**src/wcd_cfg.svh**
```systemverilog
`ifndef WCD_CFG_SVH
`define WCD_CFG_SVH

// ----------------------------------------------------------------
// instruction encodings
// ----------------------------------------------------------------
`define WCD_WDT_CLEAR_WORD 14'h0064
`define WCD_DEC_OPC        6'h03
`define WCD_INV_OPC        6'h09
`define WCD_OPC_MSB        13
`define WCD_OPC_LSB        8
`define WCD_DEST_BIT       7

// ----------------------------------------------------------------
// register port offsets (byte addresses)
// ----------------------------------------------------------------
`define WCD_CTRL_OFS       12'h000
`define WCD_WREG_OFS       12'h004
`define WCD_STAT_OFS       12'h008
`define WCD_FILE_BASE      12'h200
`define WCD_FILE_MASK      12'hE00

// ----------------------------------------------------------------
// field positions and reset values
// ----------------------------------------------------------------
`define WCD_CTRL_EN_BIT    0
`define WCD_STAT_TO_BIT    0
`define WCD_STAT_PD_BIT    1
`define WCD_STAT_Z_BIT     2
`define WCD_STAT_UNS_BIT   3
`define WCD_CTRL_RST       1'h1
`define WCD_FLAG_N_RST     1'h1
`define WCD_WREG_RST       8'h00
`define WCD_WDT_ZERO       8'h00

`endif

```
**src/wcd_pkg.sv**
```systemverilog
package wcd_pkg;

	// ----------------------------------------------------------------
	// decoded operation, one-hot
	// ----------------------------------------------------------------
	typedef enum logic [3:0] {
		WCD_OP_NONE = 4'b0001,
		WCD_OP_WDT  = 4'b0010,
		WCD_OP_DEC  = 4'b0100,
		WCD_OP_INV  = 4'b1000
	} wcd_op_t;

	// file register address and data
	typedef logic [6:0] wcd_addr_t;
	typedef logic [7:0] wcd_data_t;

endpackage : wcd_pkg

```
**src/wcd_exec.sv**
```systemverilog
`timescale 1ns/1ps
`default_nettype none

`include "wcd_cfg.svh"

module wcd_exec
	import wcd_pkg::*;
(
	// clock and reset
	input  wire logic        clk_sys,
	input  wire logic        resetn,
	// instruction from decoder
	input  wire logic        instr_valid,
	input  wire logic [13:0] instr_word,
	// events from watchdog and sleep logic
	input  wire logic        wdt_timeout_evt,
	input  wire logic        sleep_evt,
	// register port
	input  wire logic [11:0] reg_addr,
	input  wire logic [31:0] reg_wdata,
	input  wire logic        reg_wr,
	input  wire logic        reg_rd,
	output logic      [31:0] reg_rdata,
	// watchdog controls
	output logic             wdt_count_clear,
	output logic             wdt_presc_clear,
	// status flags and results
	output logic             timeout_flag_n,
	output logic             powerdown_flag_n,
	output logic             zero_flag,
	output logic       [7:0] w_reg,
	output logic             exec_done
);

	// ----------------------------------------------------------------
	// functions
	// ----------------------------------------------------------------

	// classify an instruction word
	function automatic wcd_op_t decode_op(input logic [13:0] iw);
		wcd_op_t op;
		op = WCD_OP_NONE;
		if (iw == `WCD_WDT_CLEAR_WORD) begin
			op = WCD_OP_WDT;
		end else if (iw[`WCD_OPC_MSB:`WCD_OPC_LSB] == `WCD_DEC_OPC) begin
			op = WCD_OP_DEC;
		end else if (iw[`WCD_OPC_MSB:`WCD_OPC_LSB] == `WCD_INV_OPC) begin
			op = WCD_OP_INV;
		end
		return op;
	endfunction : decode_op

	// register port address falls into the file register window
	function automatic logic in_file_win(input logic [11:0] a);
		return (a & `WCD_FILE_MASK) == `WCD_FILE_BASE;
	endfunction : in_file_win

	// ----------------------------------------------------------------
	// declarations
	// ----------------------------------------------------------------
	wcd_op_t   op_d;         // op of the incoming word
	logic      en_q;         // execution enable from control register
	wcd_op_t   ex_op_q;      // op in the execute stage
	logic      ex_dest_q;    // destination bit in the execute stage
	wcd_addr_t ex_addr_q;    // file address in the execute stage
	logic      fwd_q;        // execute operand comes from the last result
	wcd_data_t fwd_data_q;   // last written-back result
	wcd_data_t a_data;       // file operand from memory
	wcd_data_t b_data;       // file data for a register port read
	wcd_data_t opnd;         // operand after forwarding
	wcd_data_t result_d;     // result of the execute stage
	logic      ex_arith;     // execute stage holds a file op
	logic      file_wr;      // write-back to file this cycle
	logic      bus_fwr;      // register port file write
	logic      uns_q;        // last accepted word was not ours
	logic      rd_file_q;    // pending register port read of file
	logic      ctrl_hit_q;   // pending read of a port register
	logic [31:0] rd_reg_q;   // captured port register value

	assign op_d = decode_op(instr_word);

	// ----------------------------------------------------------------
	// execute stage datapath
	// ----------------------------------------------------------------

	// previous write-back to the same address overrides stale memory
	assign opnd = fwd_q ? fwd_data_q : a_data;

	// compute the result for the operation in the execute stage
	always_comb begin
		result_d = opnd;
		case (ex_op_q)
			WCD_OP_INV: begin
				result_d = ~opnd;
			end
			WCD_OP_DEC: begin
				result_d = opnd - 8'h01;
			end
			default: begin
				result_d = opnd;
			end
		endcase
	end

	assign ex_arith = (ex_op_q == WCD_OP_INV) || (ex_op_q == WCD_OP_DEC);
	// dest 1 writes the file register back
	assign file_wr  = ex_arith && ex_dest_q;
	// port writes to the file yield to a write-back
	assign bus_fwr  = reg_wr && in_file_win(reg_addr) && !file_wr;

	// ----------------------------------------------------------------
	// file register memory
	// ----------------------------------------------------------------
	wcd_file_mem u_mem (
		.clk_sys (clk_sys),
		.a_addr  (instr_word[6:0]),
		.a_data  (a_data),
		.b_addr  (reg_addr[8:2]),
		.b_data  (b_data),
		.wr_en   (file_wr || bus_fwr),
		.wr_addr (file_wr ? ex_addr_q : reg_addr[8:2]),
		.wr_data (file_wr ? result_d : reg_wdata[7:0])
	);

	// ----------------------------------------------------------------
	// decode stage registers
	// ----------------------------------------------------------------

	// capture the accepted word for the execute stage
	always_ff @(posedge clk_sys or negedge resetn) begin
		if (!resetn) begin
			ex_op_q   <= WCD_OP_NONE;
			ex_dest_q <= 1'b0;
			ex_addr_q <= 7'h00;
			uns_q     <= 1'b0;
		end else if (instr_valid && en_q) begin
			ex_op_q   <= op_d;
			ex_dest_q <= instr_word[`WCD_DEST_BIT];
			ex_addr_q <= instr_word[6:0];
			uns_q     <= (op_d == WCD_OP_NONE);
		end else begin
			ex_op_q   <= WCD_OP_NONE;
		end
	end

	// forward the write-back when the next word reads the same address
	always_ff @(posedge clk_sys or negedge resetn) begin
		if (!resetn) begin
			fwd_q      <= 1'b0;
			fwd_data_q <= 8'h00;
		end else begin
			fwd_q      <= file_wr && (instr_word[6:0] == ex_addr_q);
			fwd_data_q <= result_d;
		end
	end

	// ----------------------------------------------------------------
	// watchdog clear pulses
	// ----------------------------------------------------------------

	// one pulse, one cycle after the word is accepted
	always_ff @(posedge clk_sys or negedge resetn) begin
		if (!resetn) begin
			wdt_count_clear <= 1'b0;
			wdt_presc_clear <= 1'b0;
		end else begin
			wdt_count_clear <= instr_valid && en_q && (op_d == WCD_OP_WDT);
			// prescaler cleared in the same step
			wdt_presc_clear <= instr_valid && en_q && (op_d == WCD_OP_WDT);
		end
	end

	// ----------------------------------------------------------------
	// status flags
	// ----------------------------------------------------------------

	// the clear op wins over a same-cycle timeout or sleep event
	always_ff @(posedge clk_sys or negedge resetn) begin
		if (!resetn) begin
			timeout_flag_n   <= `WCD_FLAG_N_RST;
			powerdown_flag_n <= `WCD_FLAG_N_RST;
		end else if (ex_op_q == WCD_OP_WDT) begin
			timeout_flag_n   <= 1'b1;
			powerdown_flag_n <= 1'b1;
		end else begin
			if (wdt_timeout_evt) begin
				timeout_flag_n <= 1'b0;
			end
			if (sleep_evt) begin
				powerdown_flag_n <= 1'b0;
			end
		end
	end

	// zero flag follows every file op result
	always_ff @(posedge clk_sys or negedge resetn) begin
		if (!resetn) begin
			zero_flag <= 1'b0;
		end else if (ex_arith) begin
			zero_flag <= (result_d == 8'h00);
		end
	end

	// ----------------------------------------------------------------
	// working register
	// ----------------------------------------------------------------

	// execute write wins over a port write in the same cycle
	always_ff @(posedge clk_sys or negedge resetn) begin
		if (!resetn) begin
			w_reg <= `WCD_WREG_RST;
		end else if (ex_arith && !ex_dest_q) begin
			// dest 0 goes to working register
			w_reg <= result_d;
		end else if (reg_wr && reg_addr == `WCD_WREG_OFS) begin
			w_reg <= reg_wdata[7:0];
		end
	end

	// completion pulse for every executed word of ours
	always_ff @(posedge clk_sys or negedge resetn) begin
		if (!resetn) begin
			exec_done <= 1'b0;
		end else begin
			exec_done <= (ex_op_q != WCD_OP_NONE);
		end
	end

	// ----------------------------------------------------------------
	// register port
	// ----------------------------------------------------------------

	// control register: execution enable
	always_ff @(posedge clk_sys or negedge resetn) begin
		if (!resetn) begin
			en_q <= `WCD_CTRL_RST;
		end else if (reg_wr && reg_addr == `WCD_CTRL_OFS) begin
			en_q <= reg_wdata[`WCD_CTRL_EN_BIT];
		end
	end

	// capture the read target in the strobe cycle
	always_ff @(posedge clk_sys or negedge resetn) begin
		if (!resetn) begin
			rd_file_q  <= 1'b0;
			ctrl_hit_q <= 1'b0;
			rd_reg_q   <= 32'h0000_0000;
		end else begin
			rd_file_q  <= reg_rd && in_file_win(reg_addr);
			ctrl_hit_q <= reg_rd && !in_file_win(reg_addr);
			rd_reg_q   <= 32'h0000_0000;
			if (reg_addr == `WCD_CTRL_OFS) begin
				rd_reg_q[`WCD_CTRL_EN_BIT] <= en_q;
			end else if (reg_addr == `WCD_WREG_OFS) begin
				rd_reg_q[7:0] <= w_reg;
			end else if (reg_addr == `WCD_STAT_OFS) begin
				rd_reg_q[`WCD_STAT_TO_BIT]  <= timeout_flag_n;
				rd_reg_q[`WCD_STAT_PD_BIT]  <= powerdown_flag_n;
				rd_reg_q[`WCD_STAT_Z_BIT]   <= zero_flag;
				rd_reg_q[`WCD_STAT_UNS_BIT] <= uns_q;
			end
		end
	end

	// read data stand only in the cycle after the strobe
	always_comb begin
		reg_rdata = 32'h0000_0000;
		if (rd_file_q) begin
			reg_rdata = {24'h00_0000, b_data};
		end else if (ctrl_hit_q) begin
			reg_rdata = rd_reg_q;
		end
	end

endmodule : wcd_exec

`default_nettype wire

```
**src/wcd_file_mem.sv**
```systemverilog
`timescale 1ns/1ps
`default_nettype none

// ----------------------------------------------------------------
// file register memory: two registered read ports, one write port
// ----------------------------------------------------------------
module wcd_file_mem
	import wcd_pkg::*;
(
	// clock
	input  wire logic      clk_sys,
	// core read port
	input  wire wcd_addr_t a_addr,
	output var  wcd_data_t a_data,
	// register port read
	input  wire wcd_addr_t b_addr,
	output var  wcd_data_t b_data,
	// single write port
	input  wire logic      wr_en,
	input  wire wcd_addr_t wr_addr,
	input  wire wcd_data_t wr_data
);

	// storage, no reset: contents are undefined until written
	wcd_data_t mem [0:127];

	// write port
	always_ff @(posedge clk_sys) begin
		if (wr_en) begin
			mem[wr_addr] <= wr_data;
		end
	end

	// read ports return the old value on a same-cycle write
	always_ff @(posedge clk_sys) begin
		a_data <= mem[a_addr];
		b_data <= mem[b_addr];
	end

endmodule : wcd_file_mem

`default_nettype wire

```
**config.mk**
```make
export PLATFORM = sky130hd
export DESIGN_NAME = wcd_exec
export DESIGN_NICKNAME = d
export VERILOG_FILES = /design/src/wcd_pkg.sv /design/src/wcd_exec.sv /design/src/wcd_file_mem.sv
export VERILOG_INCLUDE_DIRS = /design/src
export SDC_FILE = /design/constraint.sdc
export NUM_CORES = 1
export LEC_CHECK = 0
export BUFFER_PORTS_ARGS = -buffer_cell sky130_fd_sc_hd__buf_2
export CORE_MARGIN = 4
export CORE_UTILIZATION = 40
export DETAILED_ROUTE_END_ITERATION = 8
export PLACE_DENSITY = 0.67
export SYNTH_ARGS = -nofsm -noshare
export SYNTH_HDL_FRONTEND = slang
export SYNTH_HIERARCHICAL = 1
export SYNTH_SLANG_ARGS = --single-unit
```
**constraint.sdc**
```tcl
create_clock -name clk_sys -period 7 [get_ports clk_sys]
set_input_delay 0 -clock clk_sys [delete_from_list [all_inputs] [get_ports clk_sys]]
set_output_delay 0 -clock clk_sys [all_outputs]
set_load 0.03 [all_outputs]
```
### Word-level counts from Yosys, hierarchy flattened

Memory sizes are Yosys's and may differ from the RTL's. A register that Yosys moved wholly into a read port is not among the register bits.
Index checks and enable logic that the tools add are counted.

* flip-flop bits (word level): 46
* memory bits (writable): 1024
* input port bits: 65
* output and inout bits: 46
* memories: 1

Memories
* u_mem.mem: words 128, width 8, read ports 2, clocked after memory_dff 2, write ports 1, RTL line wcd_file_mem.sv:25 `wcd_data_t mem [0:127];`

* $add $sub $neg: 1
* equality and inequality tests: 13
* multiplexer cells: 23
* bitwise logic cells: 1
* reductions and logical operators: 21

Operators by type and width (number)
* $mux 8: 5
* $mux 32: 1
* $mux 4: 7
* $pmux 8 s2: 1
* $eq 14x7->1 const B: 1
* $mux 7: 2
* $eq 12x3->1 const B: 1
* $eq 12x4->1 const B: 1
* $logic_not 12->1: 1
* $logic_and 1x1->1: 11
* $eq 4x2->1 const B: 2
* $logic_not 8->1: 1
* $not 8->8: 1
* $sub 8x1->8 const B: 1
* $eq 7x7->1: 1
* $mux 1: 7
* $eq 6x2->1 const B: 1
* $eq 6x4->1 const B: 1
* $reduce_bool 2->1: 3
* $eq 4x1->1 const B: 1
* $eq 4x3->1 const B: 1
* $eq 4x4->1 const B: 1
* $ne 4x1->1 const B: 1
* $eq 3x1->1 const B: 1
* other kinds (2): 5

### Longest topological paths before layout

Gate-level depths: netlist of run 1.

* word-level depth: 8
* depth in mapped cells: 10

### Hierarchy

The synthesis of run 1 kept the hierarchy.

By module, submodules not included
* wcd_file_mem: instances 1, cells each 2063, area an instance 47848.4 um^2
* wcd_exec: instances 1, cells each 259, area an instance 2651.3 um^2

### Worst setup path before layout of run 1

OpenSTA, ideal clock, no wires.

* path type: reg2reg
* start point: register fwd_q
* end point: memory u_mem/mem[0][6] in the netlist's numbering, data pin
* library setup time: 1.197 ns
* arrival time: 6.472 ns
* path slack: -0.669 ns
* stages on the path, launching flop included: 8
* path buffers: 1
* cell sequence: dfrtp_1 -> buf_6 -> mux2i_1 -> ha_1 -> inv_1 -> o21ai_1 -> xor2_1 -> o21ai_0

* word-level cells in the longest chain between the ends: 4

RTL lines
* from (decl): RTL line wcd_exec.sv:66 `logic fwd_q;`
* from (signal assigned): RTL line wcd_exec.sv:152 `fwd_q <= file_wr && (instr_word[6:0] == ex_addr_q);`
* $mux 8 *: RTL line wcd_exec.sv:87 `assign opnd = fwd_q ? fwd_data_q : a_data;`
* $sub 8x1->8 / $not 8->8 (equally long branches): RTL line wcd_exec.sv:97, wcd_exec.sv:94
* $pmux 8 s2 *: RTL line wcd_exec.sv:92 `case (ex_op_q)`
* $mux 8 *: RTL line wcd_exec.sv:122 `.wr_data (file_wr ? result_d : reg_wdata[7:0])`
* to (decl): RTL line wcd_file_mem.sv:25

Mark *: on every way between the ends. The rest lies on a longest branch, timed or not.

### Worst setup path in the final report of run 1

* start point: register ex_op_q[3]
* end point: memory u_mem/mem[89][6] in the netlist's numbering, enable pin

* word-level cells in the longest chain between the ends: 8

RTL lines
* from (decl): RTL line wcd_exec.sv:63 `wcd_op_t ex_op_q;`
* from (signal assigned): RTL line wcd_exec.sv:137 `ex_op_q <= op_d;`
* $eq 4x4->1 / $eq 4x3->1 (equally long branches): RTL line wcd_exec.sv:105 `assign ex_arith = (ex_op_q == WCD_OP_INV) || (ex_op_q == WCD_OP_DEC);`
* $logic_or 1x1->1 *: RTL line wcd_exec.sv:105
* $logic_and 1x1->1 *: RTL line wcd_exec.sv:107 `assign file_wr = ex_arith && ex_dest_q;`
* $logic_not 1->1: RTL line wcd_exec.sv:109 `assign bus_fwr = reg_wr && in_file_win(reg_addr) && !file_wr;`
* $logic_and 1x1->1: RTL line wcd_exec.sv:109
* $logic_or 1x1->1: RTL line wcd_exec.sv:120 `.wr_en (file_wr || bus_fwr),`
* $mux 1: RTL line wcd_file_mem.sv:29 `if (wr_en) begin`
* $mux 1 (implied by the code): RTL line wcd_file_mem.sv:30 `mem[wr_addr] <= wr_data;`

Marks and branches as above.

==> results of run 1 <==
-- cell usage in the layout, fill, tap and decap left out, types with 4 or more instances in the layout --
cell | Yosys | routed
sky130_fd_sc_hd__dfxtp_1 | 16 | 16
sky130_fd_sc_hd__nor4_1 | 5 | 5
sky130_fd_sc_hd__clkinvlp_4 | 0 | 10
sky130_fd_sc_hd__dfstp_2 | 4 | 4
sky130_fd_sc_hd__mux4_2 | 672 | 672
sky130_fd_sc_hd__buf_12 | 0 | 5
sky130_fd_sc_hd__clkinv_2 | 0 | 20
sky130_fd_sc_hd__xnor2_1 | 9 | 9
sky130_fd_sc_hd__nand3_2 | 0 | 4
sky130_fd_sc_hd__clkinv_1 | 0 | 22
sky130_fd_sc_hd__inv_6 | 0 | 4
sky130_fd_sc_hd__dfrtp_1 | 42 | 42
sky130_fd_sc_hd__buf_2 | 26 | 54
sky130_fd_sc_hd__buf_8 | 0 | 4
sky130_fd_sc_hd__clkbuf_16 | 0 | 106
sky130_fd_sc_hd__nor2b_1 | 12 | 12
sky130_fd_sc_hd__dlygate4sd3_1 | 0 | 40
sky130_fd_sc_hd__a22o_1 | 7 | 7
sky130_fd_sc_hd__mux2i_1 | 16 | 16
sky130_fd_sc_hd__edfxtp_1 | 1024 | 1024
sky130_fd_sc_hd__nor2_1 | 134 | 134
sky130_fd_sc_hd__o21ai_1 | 4 | 4
sky130_fd_sc_hd__xor2_1 | 6 | 6
sky130_fd_sc_hd__nand3_1 | 18 | 14
sky130_fd_sc_hd__nand4_1 | 5 | 5
sky130_fd_sc_hd__mux2_2 | 34 | 32
sky130_fd_sc_hd__o21ai_4 | 0 | 4
sky130_fd_sc_hd__o21ai_0 | 19 | 15
sky130_fd_sc_hd__nor3_1 | 13 | 10
sky130_fd_sc_hd__bufinv_16 | 0 | 13
sky130_fd_sc_hd__inv_1 | 6 | 6
sky130_fd_sc_hd__clkbuf_1 | 78 | 9
sky130_fd_sc_hd__and2_1 | 4 | 4
sky130_fd_sc_hd__conb_1 | 1 | 24
sky130_fd_sc_hd__buf_4 | 52 | 34
sky130_fd_sc_hd__nand2_1 | 40 | 38
sky130_fd_sc_hd__mux2_4 | 0 | 4
-- power groups by stage --
stage          logic (mW)  clock network (mW)  registers, mW
3_3_place_gp         1.12                   0           7.29
4_1_cts              1.15                5.84           7.15
3_5_place_dp         1.14                   0           7.29
6_report             1.15                5.74           7.15
2_1_floorplan       0.756                   0           7.29
5_1_grt              1.20                6.13           7.15
-- cells by family (layout without fill, tap and decap cells) --
| group | Yosys count | count (layout) |
|---|---|---|
| flops | 1086 | 1086 |
| other cells | 1 | 24 |
| xor+xnor | 15 | 15 |
| fa+ha+maj | 1 | 1 |
| mux | 725 | 725 |
| buf+inv | 203 | 335 |
| simple gates | 248 | 248 |
| compound gates | 43 | 43 |
-- routing by layer --
metal | up-vias | global-route usage [%]
li1 | 10300 | -
met1 | 14300 | 28.5
met2 | 1486 | 32.1
met3 | 201 | 4.73
met4 | 6 | 6.31
met5 | - | 0
-- synthesized netlist by cell type, types with 7 or more instances --
master,instances
sky130_fd_sc_hd__a22o_1,7
sky130_fd_sc_hd__buf_1,38
sky130_fd_sc_hd__buf_2,26
sky130_fd_sc_hd__buf_4,52
sky130_fd_sc_hd__clkbuf_1,78
sky130_fd_sc_hd__dfrtp_1,42
sky130_fd_sc_hd__dfxtp_1,16
sky130_fd_sc_hd__edfxtp_1,1024
sky130_fd_sc_hd__mux2_2,34
sky130_fd_sc_hd__mux2i_1,16
sky130_fd_sc_hd__mux4_2,672
sky130_fd_sc_hd__nand2_1,40
sky130_fd_sc_hd__nand3_1,18
sky130_fd_sc_hd__nor2_1,134
sky130_fd_sc_hd__nor2b_1,12
sky130_fd_sc_hd__nor3_1,13
sky130_fd_sc_hd__o21ai_0,19
sky130_fd_sc_hd__xnor2_1,9
-- worst paths after layout --
check,endpoint,depth (start not counted)
setup / recovery,u_mem/mem[89][6],8
min in group clk_sys,ex_addr_q[3],2
max in group asynchronous,ex_addr_q[0],2
hold / removal,rd_reg_q[2],2
hold reg to reg,uns_q,2
setup reg to reg,u_mem/mem[89][6],8
-- worst max-delay path: cells and delay by family (launching register included) --
| family | cells | cell delay (ns) |
|---|---|---|
| flops | 1 | 0.44 |
| compound gates | 1 | 0.23 |
| mux | 1 | 0.47 |
| buf+inv | 1 | 0.35 |
| simple gates | 5 | 2.63 |
-- cell type report --
type / count / share of cell area, %
tap: 1650 / 3.67
inverter: 6 / 0.0400
clock buffer: 115 / 4.77
sequential: 1086 / 57.2
timing repair buffer: 138 / 1.94
clock inverter: 76 / 1.38
multi-input combinational: 1056 / 31.0
-- repair_timing --
item                      4_1_cts  5_1_grt
setup buffers                   0        0
hold endpoints to repair       97        0
hold buffers                   40        0
==> summary by stage, run 1 <==
GRT
The first-pass GRT wire length is 194000 um. Global routing finished with a remaining overflow of 0. Entering global routing, the biggest net connects 120 pins. The via count of the first global-routing pass is 26800. The total global routing track utilization is 20.4%. The initial antenna violation count came to 7.

Setup path
Of all nets on the critical path, the largest fanout is 21. The largest single stage delay on the critical path is 1.11 ns. The startpoint of the worst setup timing path is ex_op_q[3].

STA classifies the critical path startpoint as a flip-flop. The critical path capture point type is a flip-flop. The worst register-to-register path begins at ex_op_q[3].

Traced cell by cell, the critical path runs through and2b_2 -> o21a_1 -> nand2_1 -> buf_4 -> mux2_2 -> nor2_1 -> nand3_2 -> nor2_1. The critical path's most frequent cell is sky130_fd_sc_hd__nor2_1. For the worst setup path, the data required time is 7.34 ns. The critical path is of the flip-flop to flip-flop type.

The largest individual stage delay along the critical path comes from the cell sky130_fd_sc_hd__nor2_1. For flop-to-flop paths, the worst setup slack is 2.48 ns. The arrival time of data at the critical path endpoint is 4.86 ns.

Die
Measured along the x axis, the die boundary spans 363 um. The row count is 130. The die is 363 um tall. The initial utilization of the core area, before any placement, comes to 40.2%. The floorplan step defined a core boundary enclosing 126000 sq um.

111 I/O pins were placed. The die covers 132000 sq um.

Routing
The average wire per standard cell is 32.4 um. The met2 layer wire length in the routed design is 63700 um. The wire length after detailed routing is 134000 um. After detailed routing, the number of vias per cell comes to 6.36.

The total iterations of the first detailed-routing run is 5. The via total after detailed routing is 26200. The routed design uses 13700 um of met3 wire. After detailed routing, the number of remaining DRC violations is 0. The violation count after the first detailed-routing iteration is 3360.

Signal routing reaches up to met5. The detailed router put a total of 52400 um of wire on met1. Once detail routing completed, the nets flagged for antenna violations numbered 0.

Synthesis
The predominant post-synthesis flop cell is sky130_fd_sc_hd__edfxtp_1. By area the synthesized netlist is led by sky130_fd_sc_hd__edfxtp_1 (61%), sky130_fd_sc_hd__mux4_2 (30%), sky130_fd_sc_hd__dfrtp_1 (2.1%), sky130_fd_sc_hd__nor2_1 (1.0%), sky130_fd_sc_hd__buf_4 (0.77%). The proportion of synthesized flip-flops having asynchronous set or reset is 4.24%. The post-synthesis instance area is 50500 sq um.

The number of synthesized flops with an enable pin is 1024. Of the post-synthesis cell area, the part taken by muxes is 31.1%. Yosys mapped the design onto 48 distinct sky130hd cell types. The post-synthesis compound-gate area fraction is 0.548%. Of the total synthesized cell area, the portion taken by XOR and XNOR cells is 0.260%. The top cell type's share of synthesized area is 60.9%. Summing the areas of all fa, ha and maj instances in the mapped netlist gives 0.0248% of the synthesized area. The mean area per synthesized cell is 21.7 sq um.

Synthesis inferred 1086 register bits. The post-synthesis simple-gate area fraction is 2.22%. The post-synthesis instance total is 2322.

The main combinational cell family by area after synthesis is multiplexers. The sequential element share of the synthesized area is 63.8%. The Yosys step of the flow raised 6 warnings. The cell taking the most area after synthesis is sky130_fd_sc_hd__edfxtp_1.

Final layout
The finished cells cover 56300 sq um. The area taken by flip-flops and latches is 32200 sq um. The share of the core filled with cells is 44.8%.

In the final layout, the multi-input gates occupy 17400 sq um. The flip-flop count of the largest register after layout is 1024. The layout overhead on the synthesized area is 11.5%.

The number of antenna cells inserted is 0. The net count reported at finish is 2459. The non-filler instance count after layout is 4127. The final-layout fill cell count is 10300.

u_mem/mem holds more flip-flops than any other register. The post-route netlist has 39.9% of its cells at a drive strength greater than 1.

Pwr
In this run the power spent charging and discharging nets is 3.17 mW. The switching part of the total is 22.6%. The clock network fraction of total power is 40.9%.

The internal power summed over all cells is 10.9 mW. The cell leakage power is 17.3 nW. Power spread over the standard cell area amounts to 249 nW/um^2. The peak supply drop is 0.197 mV. The sequential share of power is 50.9%.

The total power is 14.0 mW. The share of total power in combinational logic is 8.2%.

Timing
The post-route minimum period is 4.52 ns. The highest clock frequency the design can meet is 0.221 GHz. The final worst hold slack is 0.0370 ns.

The max-slew violation count is 0. Summed over all failing endpoints, the final setup total negative slack is 0 ns. For the final database, setup skew stands at 0.0321 ns.

Setup repair after global routing left no endpoint under its margin. The worst relative slew slack is 14.9%. The number of endpoints failing setup at the final stage is 0. The hold violation total from the final report came to 0.

Across all setup checks in the final design, the least slack found is 2.48 ns. For the pin with the worst max-slew slack, the measured transition is 1.27 ns. Of the available clock period, the critical path in the final layout requires 64.6%.

Clocking
TritonCTS built the clock tree. The clock passes through at most 3 buffers. Buffers inserted during clock tree synthesis total 105.

CTS placed an instance of sky130_fd_sc_hd__clkbuf_16 at the clock tree root. Clock-pin slew was measured on the worst setup and hold paths at 0.06 ns. The clock net sink count is 1086. The deepest level of the CTS H-tree is 3. The insertion delay of the later-clocked pin in the worst-skew pair is 0.71 ns. The number of gates resized after CTS was 0.

Placement
Before CTS, the worst setup slack after placement is 2.57 ns. During placement, the flow inserted port buffers numbering 62. The placed standard-cell area is 52400 sq um.

The number of cells in the design after placement is 3895. The global placer's final weighted congestion is 0.863. After legalization and detailed placement, the total HPWL measured 83500 um.

Outcome
The run finished with clean final reports.

Hold path
In this run the worst hold path is classified as input pin to async pin.

Flow run
The count of maximum capacitance violations is 0.
Power figures use the tool's default switching activity.
==> inputs of run 2 (changes only) <==
==> constraint.sdc (replaced) <==
create_clock -name clk_sys -period 4.1 [get_ports clk_sys]
set_input_delay 0 -clock clk_sys [delete_from_list [all_inputs] [get_ports clk_sys]]
set_output_delay 0 -clock clk_sys [all_outputs]
set_load 0.03 [all_outputs]
==> summary by stage, run 2 (same netlist as run 1, synthesis figures left out) <==
Outcome
The flow ran to the end, and the final reports show no timing, DRC or antenna violations.

Placement
The count of input and output buffers came to 62 (unchanged). The detailed-placement wirelength estimate is 88500 um (+6.0%). The worst setup slack after placement is 0.482 ns (-2.09 ns). The global placer's final weighted congestion is 0.892 (+3.3%). The placed standard-cell area is 53800 sq um (+2.6%).

Setup path
The worst setup slack for register-to-register paths is 0.41 ns (-2.07 ns). The arrival time of data at the critical path endpoint came to 4.00 ns (-0.86 ns). The worst setup path is captured at a flip-flop. The slowest cell on the critical path is sky130_fd_sc_hd__nor2_1. The worst setup path is launched from a flip-flop. Tracing the worst setup path back leads to its startpoint at ex_op_q[2].

The biggest cell delay along the critical path was 0.78 ns (-0.33 ns). The worst setup path is of the flip-flop to flip-flop kind. The count of cells along the worst register-to-register path is 8 (unchanged).

The signal on the critical path passes through and2b_2 -> o21a_1 -> nand2_1 -> mux2_2 -> nor2_1 -> nand3_1 -> buf_12 -> nor2_1. In this run the critical register-to-register path is launched from ex_op_q[2]. The required time at the worst-slack endpoint is 4.40 ns (-2.94 ns).

By instance count, the cell type seen most on the critical path is sky130_fd_sc_hd__nor2_1. The largest fanout of any net on the critical path is 10 (-52%).

Timing
The final critical-path share of the clock period was 90.0% (+25 points). The final worst-path setup slack is 0.408 ns (-2.07 ns). Setup repair after global routing left no endpoint under its margin. The summed negative setup slack over all endpoints is 0 ns (unchanged). The post-route minimum period is 3.69 ns (-0.830 ns).

The number of endpoints failing setup at the final stage is 0 (unchanged). The worst relative slew slack is 23.8% (+8.9 points). The highest clock frequency the design can meet is 0.271 GHz (+22%). The max-slew violation count is 0 (unchanged). The slew at the pin closest to its max-slew limit is 1.14 ns (-0.133 ns). The hold violation total from the final report is 0 (unchanged). The largest clock skew in the final design came to 0.0350 ns (+0.00282 ns).

Final layout
The net count reported at finish is 2614 (+6.3%). The flip-flop count of the largest register after layout is 1024 (unchanged). Relative to the synthesized area, the layout overhead comes to 14.2%. The library cell used most frequently in the layout, excluding fill and tap cells, is sky130_fd_sc_hd__edfxtp_1. The share of layout cells above drive strength 1 is 42.3% (+2.3 points). The final-layout fill cell count is 10200 (-1.1%).

The top cell types in the final layout, fill and taps aside, are sky130_fd_sc_hd__edfxtp_1 (1024), sky130_fd_sc_hd__mux4_2 (672), sky130_fd_sc_hd__buf_4 (163), sky130_fd_sc_hd__nor2_1 (134), sky130_fd_sc_hd__clkbuf_16 (107). The area of all placed cells without fillers is 57700 sq um (+2.4%). The number of antenna cells inserted is 0 (unchanged). The register containing the most flip-flops in the final layout is u_mem/mem.

Clocking
The number of buffers inserted during clock tree synthesis is 106 (+0.95%). The deepest level of the CTS H-tree was 3 (unchanged). The post-CTS setup buffer count is 0 (unchanged). The number of gates given a new drive strength after cts is 0 (unchanged).

The clock net sink count is 1086 (unchanged). The maximum root-to-sink buffer count came to 3 (unchanged). The insertion delay of the later-clocked pin in the worst-skew pair is 0.72 ns (about the same). The clock tree root driver cell is sky130_fd_sc_hd__clkbuf_16.

TritonCTS built the clock tree. The clock-pin slew on the worst setup and hold paths is 0.06 ns (about the same). The number of hold-repair buffers added at the cts stage was 44 (+10%).

Die
The row count came to 130 (unchanged). The area of the placeable core was 126000 sq um (unchanged). The die area is 132000 sq um (unchanged). The height of the die was 363 um (unchanged).

The width of the chip is 363 um (unchanged). The effective utilization at floorplan is 40.2% (unchanged). The number of top-level design ports is 111 (unchanged).

GRT
The initial antenna violation count is 8 (+1). The via count of the first global-routing pass was 27800 (+3.8%). The first-pass GRT wire length is 201000 um (+3.8%). The total global routing track utilization is 21.1% (+0.78 points).

The overflow left after global routing is 0 (unchanged). The pin count of the biggest net entering global routing was 129 (+7.5%).

Pwr
The total power is 23.9 mW (+70%). The peak supply drop is 0.347 mV (+76%). The share of total power in combinational logic was 8.5% (+0.3 points).

The sequential share of power is 51.2% (+0.3 points). The cell leakage power is 18.2 nW (+5.1%). The clock network fraction of total power is 40.4% (-0.5 points). The power dissipated by switching net loads is 5.35 mW (+69%).

The switching part of the total is 22.4% (-0.15 points). The power per unit of standard cell area came to 414 nW/um^2 (+66%). The internal power summed over all cells is 18.5 mW (+70%).

Routing
The wire length after detailed routing is 139000 um (+3.6%). The violation count after the first detailed-routing iteration came to 3650 (+8.6%). The average wire per standard cell came to 32.3 um (-0.23%). The post-detailed-route count of antenna-violating nets is 0 (unchanged).

The total iterations of the first detailed-routing run was 6 (+1). The via total after detailed routing is 27100 (+3.4%). The DRC violations left is 0 (unchanged). The detailed-route vias per instance is 6.33 (-0.43%).

Hold path
The type of the most critical hold path is input pin to async pin.

Flow run
The count of maximum capacitance violations is 0 (unchanged).
[run 2: cell types whose count changed in the layout (fill, tap and decap cells not counted), moves of 8 or more]
cell	delta
sky130_fd_sc_hd__buf_4	+129
sky130_fd_sc_hd__buf_12	+22
sky130_fd_sc_hd__clkbuf_1	+18
sky130_fd_sc_hd__clkinvlp_4	-8
[run 2: stage by stage]
stage	cells	hold WS (ns)	utilization, %
after CTS	4286	0.000612	45.9
after global routing	4286	0.0980	45.9
after global placement	4046	0.151	42.9
final	4286	0.0416	45.9
after floorplan	2345	-0.296	-
after detailed placement	4046	0.160	42.9
[run 2: path summary, 6_finish.rpt]
| check | end |
|---|---|
| max | u_mem/mem[121][0] |
| min | rd_reg_q[6] |
| max reg2reg | u_mem/mem[121][0] |
| min reg2reg | timeout_flag_n |
| max in group asynchronous | ex_addr_q[0] |
| min in group clk_sys | fwd_q |
[run 2: final cells by class]
| class | count | area [sq um] | area share (%) |
|---|---|---|---|
| Clock buffer | 135 | 2790 | 4.84 |
| Clock inverter | 61 | 626 | 1.08 |
| Inverter | 6 | 22.5 | 0.0390 |
| Multi-Input combinational cell | 1056 | 17400 | 30.2 |
| Sequential cell | 1086 | 32200 | 55.9 |
| Tap cell | 1650 | 2060 | 3.58 |
| Timing Repair Buffer | 292 | 2530 | 4.40 |
[run 2: metal layers]
layer / up-vias / share of wire (%) / global-route usage [%]
met1: 14600 / 38 / 29.2
met2: 1659 / 48 / 33.5
li1: 10600 / - / -
met5: - / 0.0094 / 0
met4: 2 / 3.5 / 7.34
met3: 258 / 11 / 4.65
[run 2: worst max-delay path: cells and delay by family, from the launching register on]
kind | cells | cell delay (ns)
DFF | 1 | 0.43
buffers and inverters | 1 | 0.26
muxes | 1 | 0.47
and+or+nand+nor | 5 | 1.89
AOI/OAI and AO/OA | 1 | 0.22
[run 2: power groups by stage]
stage | Clock (mW) | Sequential [mW] | Combinational (mW)
2_1_floorplan | 0 | 12.4 | 1.29
3_3_place_gp | 0 | 12.4 | 1.94
3_5_place_dp | 0 | 12.4 | 1.98
4_1_cts | 9.82 | 12.2 | 2.01
5_1_grt | 10.3 | 12.2 | 2.10
6_report | 9.63 | 12.2 | 2.02
